## src/common/flow_decode_pkg.sv

```systemverilog
package flow_decode_pkg;
  localparam int DW = 24;
  localparam int BUS_DW = 32;
  localparam int ADR_W = 8;
  // Register byte offsets
  localparam logic [7:0] OFS_OPWORD = 8'h00;
  localparam logic [7:0] OFS_EXTWORD = 8'h04;
  localparam logic [7:0] OFS_PC = 8'h08;
  localparam logic [7:0] OFS_OPERAND = 8'h0c;
  localparam logic [7:0] OFS_COND = 8'h10;
  localparam logic [7:0] OFS_LOOP_END = 8'h14;
  localparam logic [7:0] OFS_LOOP_CNT = 8'h18;
  localparam logic [7:0] OFS_SR = 8'h1c;
  localparam logic [7:0] OFS_SP = 8'h20;
  localparam logic [7:0] OFS_STK_HI = 8'h24;
  localparam logic [7:0] OFS_STK_LO = 8'h28;
  localparam logic [7:0] OFS_RESULT = 8'h2c;
  localparam logic [7:0] OFS_OPADDR = 8'h30;
  localparam logic [2:0] AREG_PAGE = 3'h2;
  // Opcode patterns
  localparam logic [23:0] JUMP_LONG_CODE = 24'h0d10c0;
  localparam logic [23:0] JUMP_REG_MASK = 24'hfff8ff;
  localparam logic [23:0] JUMP_REG_CODE = 24'h0d18c0;
  localparam logic [23:0] JUMP_SHORT_MASK = 24'hfffc20;
  localparam logic [23:0] JUMP_SHORT_CODE = 24'h050c00;
  localparam logic [23:0] CLR_MASK = 24'hffc0a0;
  localparam logic [23:0] CLR_REG_MASK = 24'hffc0e0;
  localparam logic [23:0] CLR_EA_CODE = 24'h0c8000;
  localparam logic [23:0] CLR_AA_CODE = 24'h0c8080;
  localparam logic [23:0] CLR_PP_CODE = 24'h0cc000;
  localparam logic [23:0] CLR_QQ_CODE = 24'h048000;
  localparam logic [23:0] CLR_REG_CODE = 24'h0cc080;
  localparam logic [23:0] IO_P_BASE = 24'hffffc0;
  localparam logic [23:0] IO_Q_BASE = 24'hffff80;
  localparam logic [23:0] PC_STEP = 24'h000001;
  localparam logic [4:0] BIT_LIMIT = 5'h18;
  localparam logic [5:0] STK_HI_REG_CODE = 6'h3c;
  // Status word bits
  localparam int SR_LOOP = 15;
  localparam int SR_FOREVER = 12;
  localparam int SR_S = 7;
  // Result register bits
  localparam int RES_TAKEN = 0;
  localparam int RES_ILLEGAL = 1;
  localparam int RES_EA_UPD = 2;
  localparam int RES_SPACE = 3;
  localparam int RES_EA_LSB = 4;
endpackage

```

## src/flow_decode.sv

```systemverilog
// Local design decisions: the placing of the registers and register access over Avalon-MM.
module flow_decode #(
  parameter int SP_W = 4,
  parameter logic [23:0] LOOP_EXIT_MASK = 24'hfffff0,
  parameter logic [23:0] LOOP_EXIT_CODE = 24'h000210
) (
  input wire logic clk,
  input wire logic resetn,
  input wire logic [flow_decode_pkg::ADR_W-1:0] avs_address,
  input wire logic avs_read,
  input wire logic avs_write,
  input wire logic [flow_decode_pkg::BUS_DW-1:0] avs_writedata,
  input wire logic [3:0] avs_byteenable,
  output logic [flow_decode_pkg::BUS_DW-1:0] avs_readdata,
  output logic avs_waitrequest
);
  localparam int DW = flow_decode_pkg::DW;
  localparam int DEPTH = 1 << SP_W;

  generate
    if (SP_W < 2 || SP_W > 6) begin : g_bad
      $error("SP_W must lie in 2..6");
    end
  endgenerate

  typedef enum logic [2:0] {
    IDLE = 3'b001,
    EXEC = 3'b010,
    POP = 3'b100
  } state_t;

  logic rst_meta, rst_n;
  always_ff @(posedge clk or negedge resetn) begin
    if (!resetn) begin
      rst_meta <= 1'b0;
      rst_n <= 1'b0;
    end else begin
      rst_meta <= 1'b1;
      rst_n <= rst_meta;
    end
  end

  state_t state;
  logic [DW-1:0] op, ext, pc, operand, loop_end, loop_cnt, sr, op_addr;
  logic [DW-1:0] areg [8];
  logic [DW-1:0] stk_hi [DEPTH];
  logic [DW-1:0] stk_lo [DEPTH];
  logic [SP_W-1:0] sp;
  logic cond;
  logic [9:0] result;
  logic [DW-1:0] rd_word;
  logic [flow_decode_pkg::BUS_DW-1:0] rd_data;

  // Bus handshake: one wait cycle in IDLE, more while EXEC or POP, then a single low cycle of acceptance
  logic req, accept, do_write;
  logic [DW-1:0] wmask, wval;
  assign req = avs_read || avs_write;
  assign accept = req && avs_waitrequest && state == IDLE;
  assign do_write = avs_write && !avs_waitrequest;
  assign wmask = {{8{avs_byteenable[2]}}, {8{avs_byteenable[1]}},
                  {8{avs_byteenable[0]}}};
  assign wval = avs_writedata[DW-1:0] & wmask;

  function automatic logic [DW-1:0] merge(input logic [DW-1:0] old,
      input logic [DW-1:0] m, input logic [DW-1:0] v);
    merge = (old & ~m) | v;
  endfunction

  logic hit_op, hit_ext, hit_pc, hit_opnd, hit_cond, hit_lend, hit_lcnt;
  logic hit_sr, hit_sp, hit_shi, hit_slo, hit_areg;
  assign hit_op = do_write && avs_address == flow_decode_pkg::OFS_OPWORD;
  assign hit_ext = do_write && avs_address == flow_decode_pkg::OFS_EXTWORD;
  assign hit_pc = do_write && avs_address == flow_decode_pkg::OFS_PC;
  assign hit_opnd = do_write && avs_address == flow_decode_pkg::OFS_OPERAND;
  assign hit_cond = do_write && avs_address == flow_decode_pkg::OFS_COND;
  assign hit_lend = do_write && avs_address == flow_decode_pkg::OFS_LOOP_END;
  assign hit_lcnt = do_write && avs_address == flow_decode_pkg::OFS_LOOP_CNT;
  assign hit_sr = do_write && avs_address == flow_decode_pkg::OFS_SR;
  assign hit_sp = do_write && avs_address == flow_decode_pkg::OFS_SP;
  assign hit_shi = do_write && avs_address == flow_decode_pkg::OFS_STK_HI;
  assign hit_slo = do_write && avs_address == flow_decode_pkg::OFS_STK_LO;
  assign hit_areg = do_write && avs_address[7:5] == flow_decode_pkg::AREG_PAGE;

  // Decode of the first word
  logic in_exec, is_jump_long, is_jump_reg, is_jump_short, is_exit;
  logic is_ea, is_aa, is_pp, is_qq, is_reg, is_clr, bit_ok, legal;
  assign in_exec = state == EXEC;
  assign is_jump_long = op == flow_decode_pkg::JUMP_LONG_CODE;
  assign is_jump_reg = (op & flow_decode_pkg::JUMP_REG_MASK)
                       == flow_decode_pkg::JUMP_REG_CODE;
  assign is_jump_short = (op & flow_decode_pkg::JUMP_SHORT_MASK)
                         == flow_decode_pkg::JUMP_SHORT_CODE;
  assign is_ea = (op & flow_decode_pkg::CLR_MASK)
                 == flow_decode_pkg::CLR_EA_CODE;
  assign is_aa = (op & flow_decode_pkg::CLR_MASK)
                 == flow_decode_pkg::CLR_AA_CODE;
  assign is_pp = (op & flow_decode_pkg::CLR_MASK)
                 == flow_decode_pkg::CLR_PP_CODE;
  assign is_qq = (op & flow_decode_pkg::CLR_MASK)
                 == flow_decode_pkg::CLR_QQ_CODE;
  assign is_reg = (op & flow_decode_pkg::CLR_REG_MASK)
                  == flow_decode_pkg::CLR_REG_CODE;
  assign is_clr = is_ea || is_aa || is_pp || is_qq || is_reg;
  // Unknown opcode space, so the exit pattern is a parameter
  assign is_exit = (op & LOOP_EXIT_MASK) == LOOP_EXIT_CODE;
  assign bit_ok = op[4:0] < flow_decode_pkg::BIT_LIMIT;
  assign legal = is_jump_long || is_jump_reg || is_jump_short
                 || (is_clr && bit_ok) || is_exit;

  // Bit-test source and operand address
  logic stk_hi_src, test_bit, clr_go;
  logic [DW-1:0] src_val, next_addr, short_disp, inc_pc, next_pc;
  assign stk_hi_src = is_reg && op[13:8] == flow_decode_pkg::STK_HI_REG_CODE;
  assign src_val = stk_hi_src ? stk_hi[sp] : operand;
  assign test_bit = src_val[op[4:0]];
  assign clr_go = is_clr && bit_ok;
  assign next_addr = is_pp ? flow_decode_pkg::IO_P_BASE + DW'(op[13:8])
                   : is_qq ? flow_decode_pkg::IO_Q_BASE + DW'(op[13:8])
                   : DW'(op[13:8]);
  assign short_disp = {{15{op[9]}}, op[9:6], op[4:0]};
  assign inc_pc = pc + flow_decode_pkg::PC_STEP;

  always_comb begin
    next_pc = pc;
    if (is_jump_long)
      next_pc = pc + ext;
    else if (is_jump_reg)
      next_pc = pc + areg[op[10:8]];
    else if (is_jump_short)
      next_pc = pc + short_disp;
    else if (clr_go)
      next_pc = test_bit ? inc_pc : pc + ext;
    else if (is_exit)
      next_pc = cond ? loop_end + flow_decode_pkg::PC_STEP
                     : inc_pc;
  end

  state_t next_state;
  assign next_state = hit_op ? EXEC
                    : (in_exec && is_exit && cond) ? POP
                    : IDLE;

  always_ff @(posedge clk or negedge rst_n) begin
    if (!rst_n)
      state <= IDLE;
    else
      state <= next_state;
  end

  always_ff @(posedge clk or negedge rst_n) begin
    if (!rst_n) begin
      avs_waitrequest <= 1'b1;
      avs_readdata <= '0;
    end else begin
      avs_waitrequest <= !accept;
      if (accept)
        avs_readdata <= rd_data;
    end
  end

  always_ff @(posedge clk or negedge rst_n) begin
    if (!rst_n) begin
      op <= '0;
      ext <= '0;
      operand <= '0;
      cond <= 1'b0;
    end else begin
      if (hit_op)
        op <= merge(op, wmask, wval);
      if (hit_ext)
        ext <= merge(ext, wmask, wval);
      if (hit_opnd)
        operand <= merge(operand, wmask, wval);
      if (hit_cond && avs_byteenable[0])
        cond <= avs_writedata[0];
    end
  end

  always_ff @(posedge clk or negedge rst_n) begin
    if (!rst_n)
      pc <= '0;
    else if (hit_pc)
      pc <= merge(pc, wmask, wval);
    else if (in_exec && legal)
      pc <= next_pc;
  end

  // The exit overwrites the count: software must read it first
  always_ff @(posedge clk or negedge rst_n) begin
    if (!rst_n) begin
      loop_end <= '0;
      loop_cnt <= '0;
    end else if (state == POP) begin
      loop_end <= stk_hi[sp];
      loop_cnt <= stk_lo[sp];
    end else begin
      if (hit_lend)
        loop_end <= merge(loop_end, wmask, wval);
      if (hit_lcnt)
        loop_cnt <= merge(loop_cnt, wmask, wval);
    end
  end

  // Only the loop flags come back; the rest of the stacked word is dropped
  always_ff @(posedge clk or negedge rst_n) begin
    if (!rst_n)
      sr <= '0;
    else if (hit_sr)
      sr <= merge(sr, wmask, wval);
    else if (in_exec && is_exit && cond) begin
      sr[flow_decode_pkg::SR_LOOP] <=
          stk_lo[sp][flow_decode_pkg::SR_LOOP];
      sr[flow_decode_pkg::SR_FOREVER] <=
          stk_lo[sp][flow_decode_pkg::SR_FOREVER];
    end else if (in_exec && clr_go && !is_exit)
      sr[flow_decode_pkg::SR_S] <= sr[flow_decode_pkg::SR_S]
                                   | (src_val[23] ^ src_val[22]);
  end

  always_ff @(posedge clk or negedge rst_n) begin
    if (!rst_n)
      sp <= '0;
    else if (hit_sp)
      sp <= avs_writedata[SP_W-1:0];
    else if ((in_exec && ((is_exit && cond) || (clr_go && stk_hi_src)))
             || state == POP)
      sp <= sp - 1'b1;
  end

  always_ff @(posedge clk or negedge rst_n) begin
    if (!rst_n) begin
      result <= '0;
      op_addr <= '0;
    end else if (in_exec) begin
      result[flow_decode_pkg::RES_TAKEN] <= clr_go ? !test_bit
          : is_exit ? cond : legal;
      result[flow_decode_pkg::RES_ILLEGAL] <= !legal;
      result[flow_decode_pkg::RES_EA_UPD] <= clr_go && is_ea;
      result[flow_decode_pkg::RES_SPACE] <= op[6];
      result[9:flow_decode_pkg::RES_EA_LSB] <= op[13:8];
      op_addr <= next_addr;
    end
  end

  genvar gi;
  generate
    for (gi = 0; gi < 8; gi++) begin : g_areg
      always_ff @(posedge clk or negedge rst_n) begin
        if (!rst_n)
          areg[gi] <= '0;
        else if (hit_areg && avs_address[4:2] == 3'(gi))
          areg[gi] <= merge(areg[gi], wmask, wval);
      end
    end
    for (gi = 0; gi < DEPTH; gi++) begin : g_stack
      always_ff @(posedge clk or negedge rst_n) begin
        if (!rst_n) begin
          stk_hi[gi] <= '0;
          stk_lo[gi] <= '0;
        end else if (sp == SP_W'(gi)) begin
          if (hit_shi)
            stk_hi[gi] <= merge(stk_hi[gi], wmask, wval);
          if (hit_slo)
            stk_lo[gi] <= merge(stk_lo[gi], wmask, wval);
        end
      end
    end
  endgenerate

  always_comb begin
    rd_word = '0;
    if (avs_address[7:5] == flow_decode_pkg::AREG_PAGE)
      rd_word = areg[avs_address[4:2]];
    else begin
      unique case (avs_address)
        flow_decode_pkg::OFS_OPWORD: rd_word = op;
        flow_decode_pkg::OFS_EXTWORD: rd_word = ext;
        flow_decode_pkg::OFS_PC: rd_word = pc;
        flow_decode_pkg::OFS_OPERAND: rd_word = operand;
        flow_decode_pkg::OFS_COND: rd_word = DW'(cond);
        flow_decode_pkg::OFS_LOOP_END: rd_word = loop_end;
        flow_decode_pkg::OFS_LOOP_CNT: rd_word = loop_cnt;
        flow_decode_pkg::OFS_SR: rd_word = sr;
        flow_decode_pkg::OFS_SP: rd_word = DW'(sp);
        flow_decode_pkg::OFS_STK_HI: rd_word = stk_hi[sp];
        flow_decode_pkg::OFS_STK_LO: rd_word = stk_lo[sp];
        flow_decode_pkg::OFS_RESULT: rd_word = DW'(result);
        flow_decode_pkg::OFS_OPADDR: rd_word = op_addr;
        default: rd_word = '0;
      endcase
    end
    rd_data = {8'h00, rd_word};
  end
endmodule

```

## config.mk

```make
export PLATFORM = sky130hd
export DESIGN_NAME = flow_decode
export DESIGN_NICKNAME = d
export VERILOG_FILES = /design/src/common/flow_decode_pkg.sv /design/src/flow_decode.sv
export SDC_FILE = /design/constraint.sdc
export NUM_CORES = 2
export LEC_CHECK = 0
export CAP_MARGIN = 10
export CORE_AREA = 5 5 451 453
export DETAILED_ROUTE_END_ITERATION = 10
export DIE_AREA = 0 0 456 458
export DONT_BUFFER_PORTS = 1
export PLACE_DENSITY = 0.5
export SETUP_SLACK_MARGIN = 0.1
export SKIP_LAST_GASP = 1
export SYNTH_ARGS = -nofsm -noshare
export SYNTH_HDL_FRONTEND = slang
export SYNTH_SLANG_ARGS = --single-unit
```

## constraint.sdc

```tcl
create_clock -name clk -period 86.5 [get_ports clk]
set_clock_uncertainty 0.05 [all_clocks]
set_input_delay 8.65 -clock clk [delete_from_list [all_inputs] [get_ports clk]]
set_output_delay 8.65 -clock clk [all_outputs]
set_load 0.01 [all_outputs]
```

-- Yosys cells after proc, flatten, opt, wreduce, memory -nomap -nowiden
Cells that the tools add are included.
- register bits after elaboration: 1197
- input port bits: 48
- output and inout port bits: 33
- word-level logic and storage cells: 361
- add/sub/neg operators: 8
- order comparisons: 5
- equality and inequality tests: 49
- multiplexer cells: 45
- bitwise gates (word level): 101
- reduce and logical (&&, ||, !) cells: 95
- operators with widths (operator ; number):
    $and 24x24->24 ; 48
    $or 24x24->24 ; 47
    $mux 24 ; 25
    $pmux 24 s13 ; 1
    $bmux 24 s4 ; 2
    $bmux 24 s3 ; 2
    $add 24x24->24 ; 3
    $reduce_and 2->1 ; 34
    $add 24x1->24 const B ; 2
    $eq 8x6->1 const B ; 5
    $eq 12x8->1 const B ; 3
    $logic_and 1x1->1 ; 35
    $eq 4x4->1 const B ; 8
    $eq 8x5->1 const B ; 4
    $eq 24x20->1 const B ; 1
    $not 24->24 ; 1
    $eq 21x17->1 const B ; 1
    $eq 20x6->1 const B ; 1
    $eq 4x3->1 const B ; 4
    $eq 8x4->1 const B ; 2
    $eq 15x10->1 const B ; 1
    $eq 3x3->1 const B ; 5
    $eq 13x9->1 const B ; 1
    $eq 12x7->1 const B ; 1
    29 further kinds ; 66

-- Logic depth before layout (Yosys ltp)
- depth in word-level cells: 14
- mapped depth: 18
- mapped depth without buffers: 16

-- Worst setup path before layout
Ideal clock, no wire load.
- path type: input to register
- from: in avs_address[2] (netlist name)
- to: reg (tool-made name)
- setup time: 125 ps
- arrival time: 10896 ps
- required time: 86325 ps
- slack: 75429 ps
- stages: 9
- buffers on the path: 3
- path through: clkbuf_1 nand2b_1 or3_1 or2_2 clkbuf_1 nor3_1 clkbuf_1 nand2_1 mux2_2
- RTL lines (item ; RTL line ; text):
    start: declaration ; flow_decode.sv:9 ; input wire logic [flow_decode_pkg::ADR_W-1:0] avs_address,

==> results.py <==
metrics = {
    "logic_synthesis": {
        "synth_top_family_by_area": "multiplexers",
        "ys_types": 91,
        "syn-instance-count": 4627,
        "synth-edff-count": 0,
        "yosys.area_share.simple": 0.0570,
        "yosys_warnings": 0,
        "syn-cell-area_um2": 61200,
        "synth-adder-area-share": 0.0165,
        "synth_compound_area_frac": 0.0714,
        "synth_seq_cells": 1175,
        "avgSynthCellArea_um2": 13.2,
        "synth-xor-area-share": 0.0143,
        "synth_mux_area_frac": 0.335,
        "synth_seq_area_share": 0.480,
        "ys.flop_type": "dfrtp_1",
        "async_flop_share": 1.00,
    },
    "global_route": {
        "grt_start_max_net_pins": 82,
        "grt_overflow": 0,
        "antenna_found_initial": 6,
        "grt.total_usage": 0.182,
        "grt_pass1_wl_um": 288000,
        "grt_pass1_vias": 41000,
    },
    "clock_tree": {
        "clock_sinks": 1175,
        "numCtsBuffers": 136,
        "h-tree-depth": 4,
        "holdBufCountCts": 0,
        "clk_latency_ps": 790,
        "path_clk_slew_ps": 60,
        "cts_tree": "yes",
        "clock_path_buffers": 3,
        "root_buffer": "clkbuf_16",
        "cts_setup_buffers": 0,
        "post_cts_resized": 0,
    },
    "sta": {
        "slew_headroom": 0.162,
        "period_needed_ps": 11710,
        "setup_violations": 0,
        "fmax_mhz": 85.4,
        "final_max_slew_viol_count": 0,
        "worst_slew_pin_slew_ps": 1260,
        "finalHoldViolCount": 0,
        "rsz0062_at_grt": "no",
        "period_share": 0.135,
        "final.setup.tns_ps": 0,
    },
    "floorplan": {
        "core-area_um2": 199000,
        "rows": 164,
        "io_pins": 81,
        "fp.dieW_um": 456,
        "start_util": 0.308,
        "chipHeight_um": 458,
        "dieArea_um2": 209000,
    },
    "detailed_routing": {
        "totalWireLength_um": 193000,
        "vias": 40100,
        "drc": 0,
        "drt_iter0_drc": 3251,
        "via_per_inst": 5.53,
        "drt_pre_antenna_iters": 6,
        "ant_nets": 0,
        "wl_per_cell_um": 26.6,
    },
    "final_layout": {
        "layout-drive-gt1-share": 0.378,
        "syn_to_final_growth_pct": 11.4,
        "fin_util": 0.343,
        "num-fill-cells": 19400,
        "fin_nets": 4629,
    },
    "pwr": {
        "power_frac_clock": 0.481,
        "switching_share": 0.236,
        "power_leakage_nw": 31.3,
        "cellPowerDensity_nw_per_um2": 17.5,
        "p_total_mw": 1.20,
        "p_int_mw": 0.913,
        "irDropWorstVdd_v": 0.0000153,
        "switchingPower_mw": 0.282,
        "seqPwrFrac": 0.474,
        "combPwrFrac": 0.044,
    },
    "outcome": {
        "status": "finished clean",
    },
    "hold_path": {
        "min_path_type": "reg -> reg",
    },
    "worst_setup_path": {
        "cp-start-kind": "input port",
        "critPathKind": "in -> reg",
        "arrival_ps": 12300,
        "critical_path.max_fanout": 56,
        "cp.required_ps": 87090,
        "end_kind": "flip-flop",
    },
    "placement": {
        "hpwl_um": 128000,
        "place_congestion": 0.927,
        "io_buffer_count": 0,
    },
    "job": {
        "drv_cap": 0,
    },
}
## cell usage after synthesis, types with 7 or more instances
| cell type | instances | share of area |
|---|---|---|
| a22oi_1 | 86 | 0.011 |
| inv_1 | 43 | 0.0026 |
| nor2b_1 | 20 | 0.0020 |
| buf_2 | 13 | 0.0011 |
| mux4_1 | 11 | 0.0047 |
| nor2_1 | 156 | 0.0096 |
| dfrtp_1 | 1173 | 0.48 |
| o211ai_1 | 10 | 0.0012 |
| o31ai_1 | 13 | 0.0016 |
| xor2_1 | 39 | 0.0056 |
| a221oi_1 | 24 | 0.0034 |
| and2_1 | 14 | 0.0014 |
| a21o_1 | 24 | 0.0029 |
| a2111oi_0 | 9 | 0.0013 |
| buf_1 | 26 | 0.0016 |
| and2_0 | 7 | 0.00072 |
| buf_4 | 13 | 0.0016 |
| ha_1 | 76 | 0.016 |
| or3_1 | 9 | 0.00092 |
| and4_1 | 8 | 0.0011 |
| xnor2_1 | 61 | 0.0087 |
| nand3_1 | 74 | 0.0061 |
| o21a_1 | 29 | 0.0036 |
| a22o_1 | 16 | 0.0023 |
| a211oi_1 | 45 | 0.0055 |
| nor3_1 | 38 | 0.0031 |
| mux2i_1 | 63 | 0.010 |
| o22ai_1 | 10 | 0.0010 |
| nand2b_1 | 21 | 0.0021 |
| clkbuf_1 | 272 | 0.017 |
| nand4_1 | 21 | 0.0021 |
| mux4_2 | 311 | 0.11 |
| a21oi_1 | 136 | 0.011 |
| o21ai_0 | 168 | 0.014 |
| nor4_1 | 15 | 0.0015 |
| nand2_1 | 282 | 0.017 |
| a31oi_1 | 13 | 0.0013 |
| and3_1 | 35 | 0.0036 |
| nor3b_1 | 7 | 0.00086 |
| mux2_2 | 1110 | 0.20 |
| a222oi_1 | 17 | 0.0028 |
## worst max-delay path, stage by stage
cell and delay (ps):
nand2b_1 170, or3_1 420, nor2_1 590, buf_4 300, and2_1 960, nand2_1 700
mux2_2 460
## power groups by stage
| stage | logic, mW | registers (mW) | clock network (mW) |
|---|---|---|---|
| after floorplan | 0.0379 | 0.581 | 0 |
| after global placement | 0.0535 | 0.577 | 0 |
| after detailed placement | 0.0540 | 0.577 | 0 |
| after CTS | 0.0542 | 0.567 | 0.593 |
| after global routing | 0.0583 | 0.568 | 0.613 |
| final | 0.0531 | 0.567 | 0.575 |
## logic make-up (layout without fill, tap and decap cells)
group,count (synthesis),count (layout)
multiplexers,1498,1498
flip-flops,1175,1175
AND/OR/NAND/NOR,741,741
AO/OA/AOI/OAI,654,654
buffers and inverters,378,347
XOR/XNOR,100,100
adder cells (fa/ha/maj),79,79
other,2,12
## cells in the final DEF, fill, tap and decap left out, types with 39 or more instances in the layout
| cell | n |
|---|---|
| inv_1 | 42 |
| mux4_2 | 311 |
| xor2_1 | 39 |
| a21oi_1 | 136 |
| a22oi_1 | 86 |
| dfrtp_1 | 1166 |
| mux2i_1 | 63 |
| nand2_1 | 282 |
| o21ai_0 | 168 |
| mux2_2 | 1110 |
| ha_1 | 76 |
| clkbuf_16 | 137 |
| a211oi_1 | 45 |
| nor2_1 | 148 |
| xnor2_1 | 61 |
| nand3_1 | 74 |
| buf_4 | 62 |
## per-layer routing
metal  vias up  GRT usage  wire length [um]
li1      17200          -                 -
met1     21300      0.248             84600
met2      1223      0.292             90900
met3       346     0.0313             10500
met4         0     0.0665              7270
met5         -          0                 0
## cell type report
class | instances | area (um^2) | area share
Multi-Input combinational cell | 3081 | 30300 | 0.445
Sequential cell | 1175 | 29400 | 0.432
Clock buffer | 200 | 3970 | 0.0581
Tap cell | 2656 | 3320 | 0.0487
Timing Repair Buffer | 63 | 485 | 0.00712
Clock inverter | 39 | 478 | 0.00701
Inverter | 45 | 169 | 0.00248
Antenna cell | 3 | 7.51 | 0.000110
## final timing paths
kind / startpoint / endpoint / slack [ps] / cells after the start
hold reg to reg: rst_meta / rst_n / 300 / 0
hold / removal: rst_meta / rst_n / 300 / 0
min in group asynchronous: rst_n / asynchronous set/reset pin / 310 / 0
setup reg to reg: rst_n / asynchronous set/reset pin / 80510 / 6
max in group asynchronous: resetn / rst_n / 78790 / 0
setup / recovery: avs_address[3] / flip-flop / 74790 / 7
## per-stage QoR
step / hold WS [ps] / instances / setup WS (ps) / instance area [um^2]
4_1_cts: 302 / 7259 / 74890 / 68200
3_3_place_gp: 284 / 7020 / 74050 / 63700
3_5_place_dp: 288 / 7020 / 74040 / 63700
5_1_grt: 304 / 7259 / 74800 / 68200
6_report: 299 / 7262 / 74790 / 68200
2_1_floorplan: 281 / 4634 / 51280 / 61200
(Power assumes the default switching activity.)
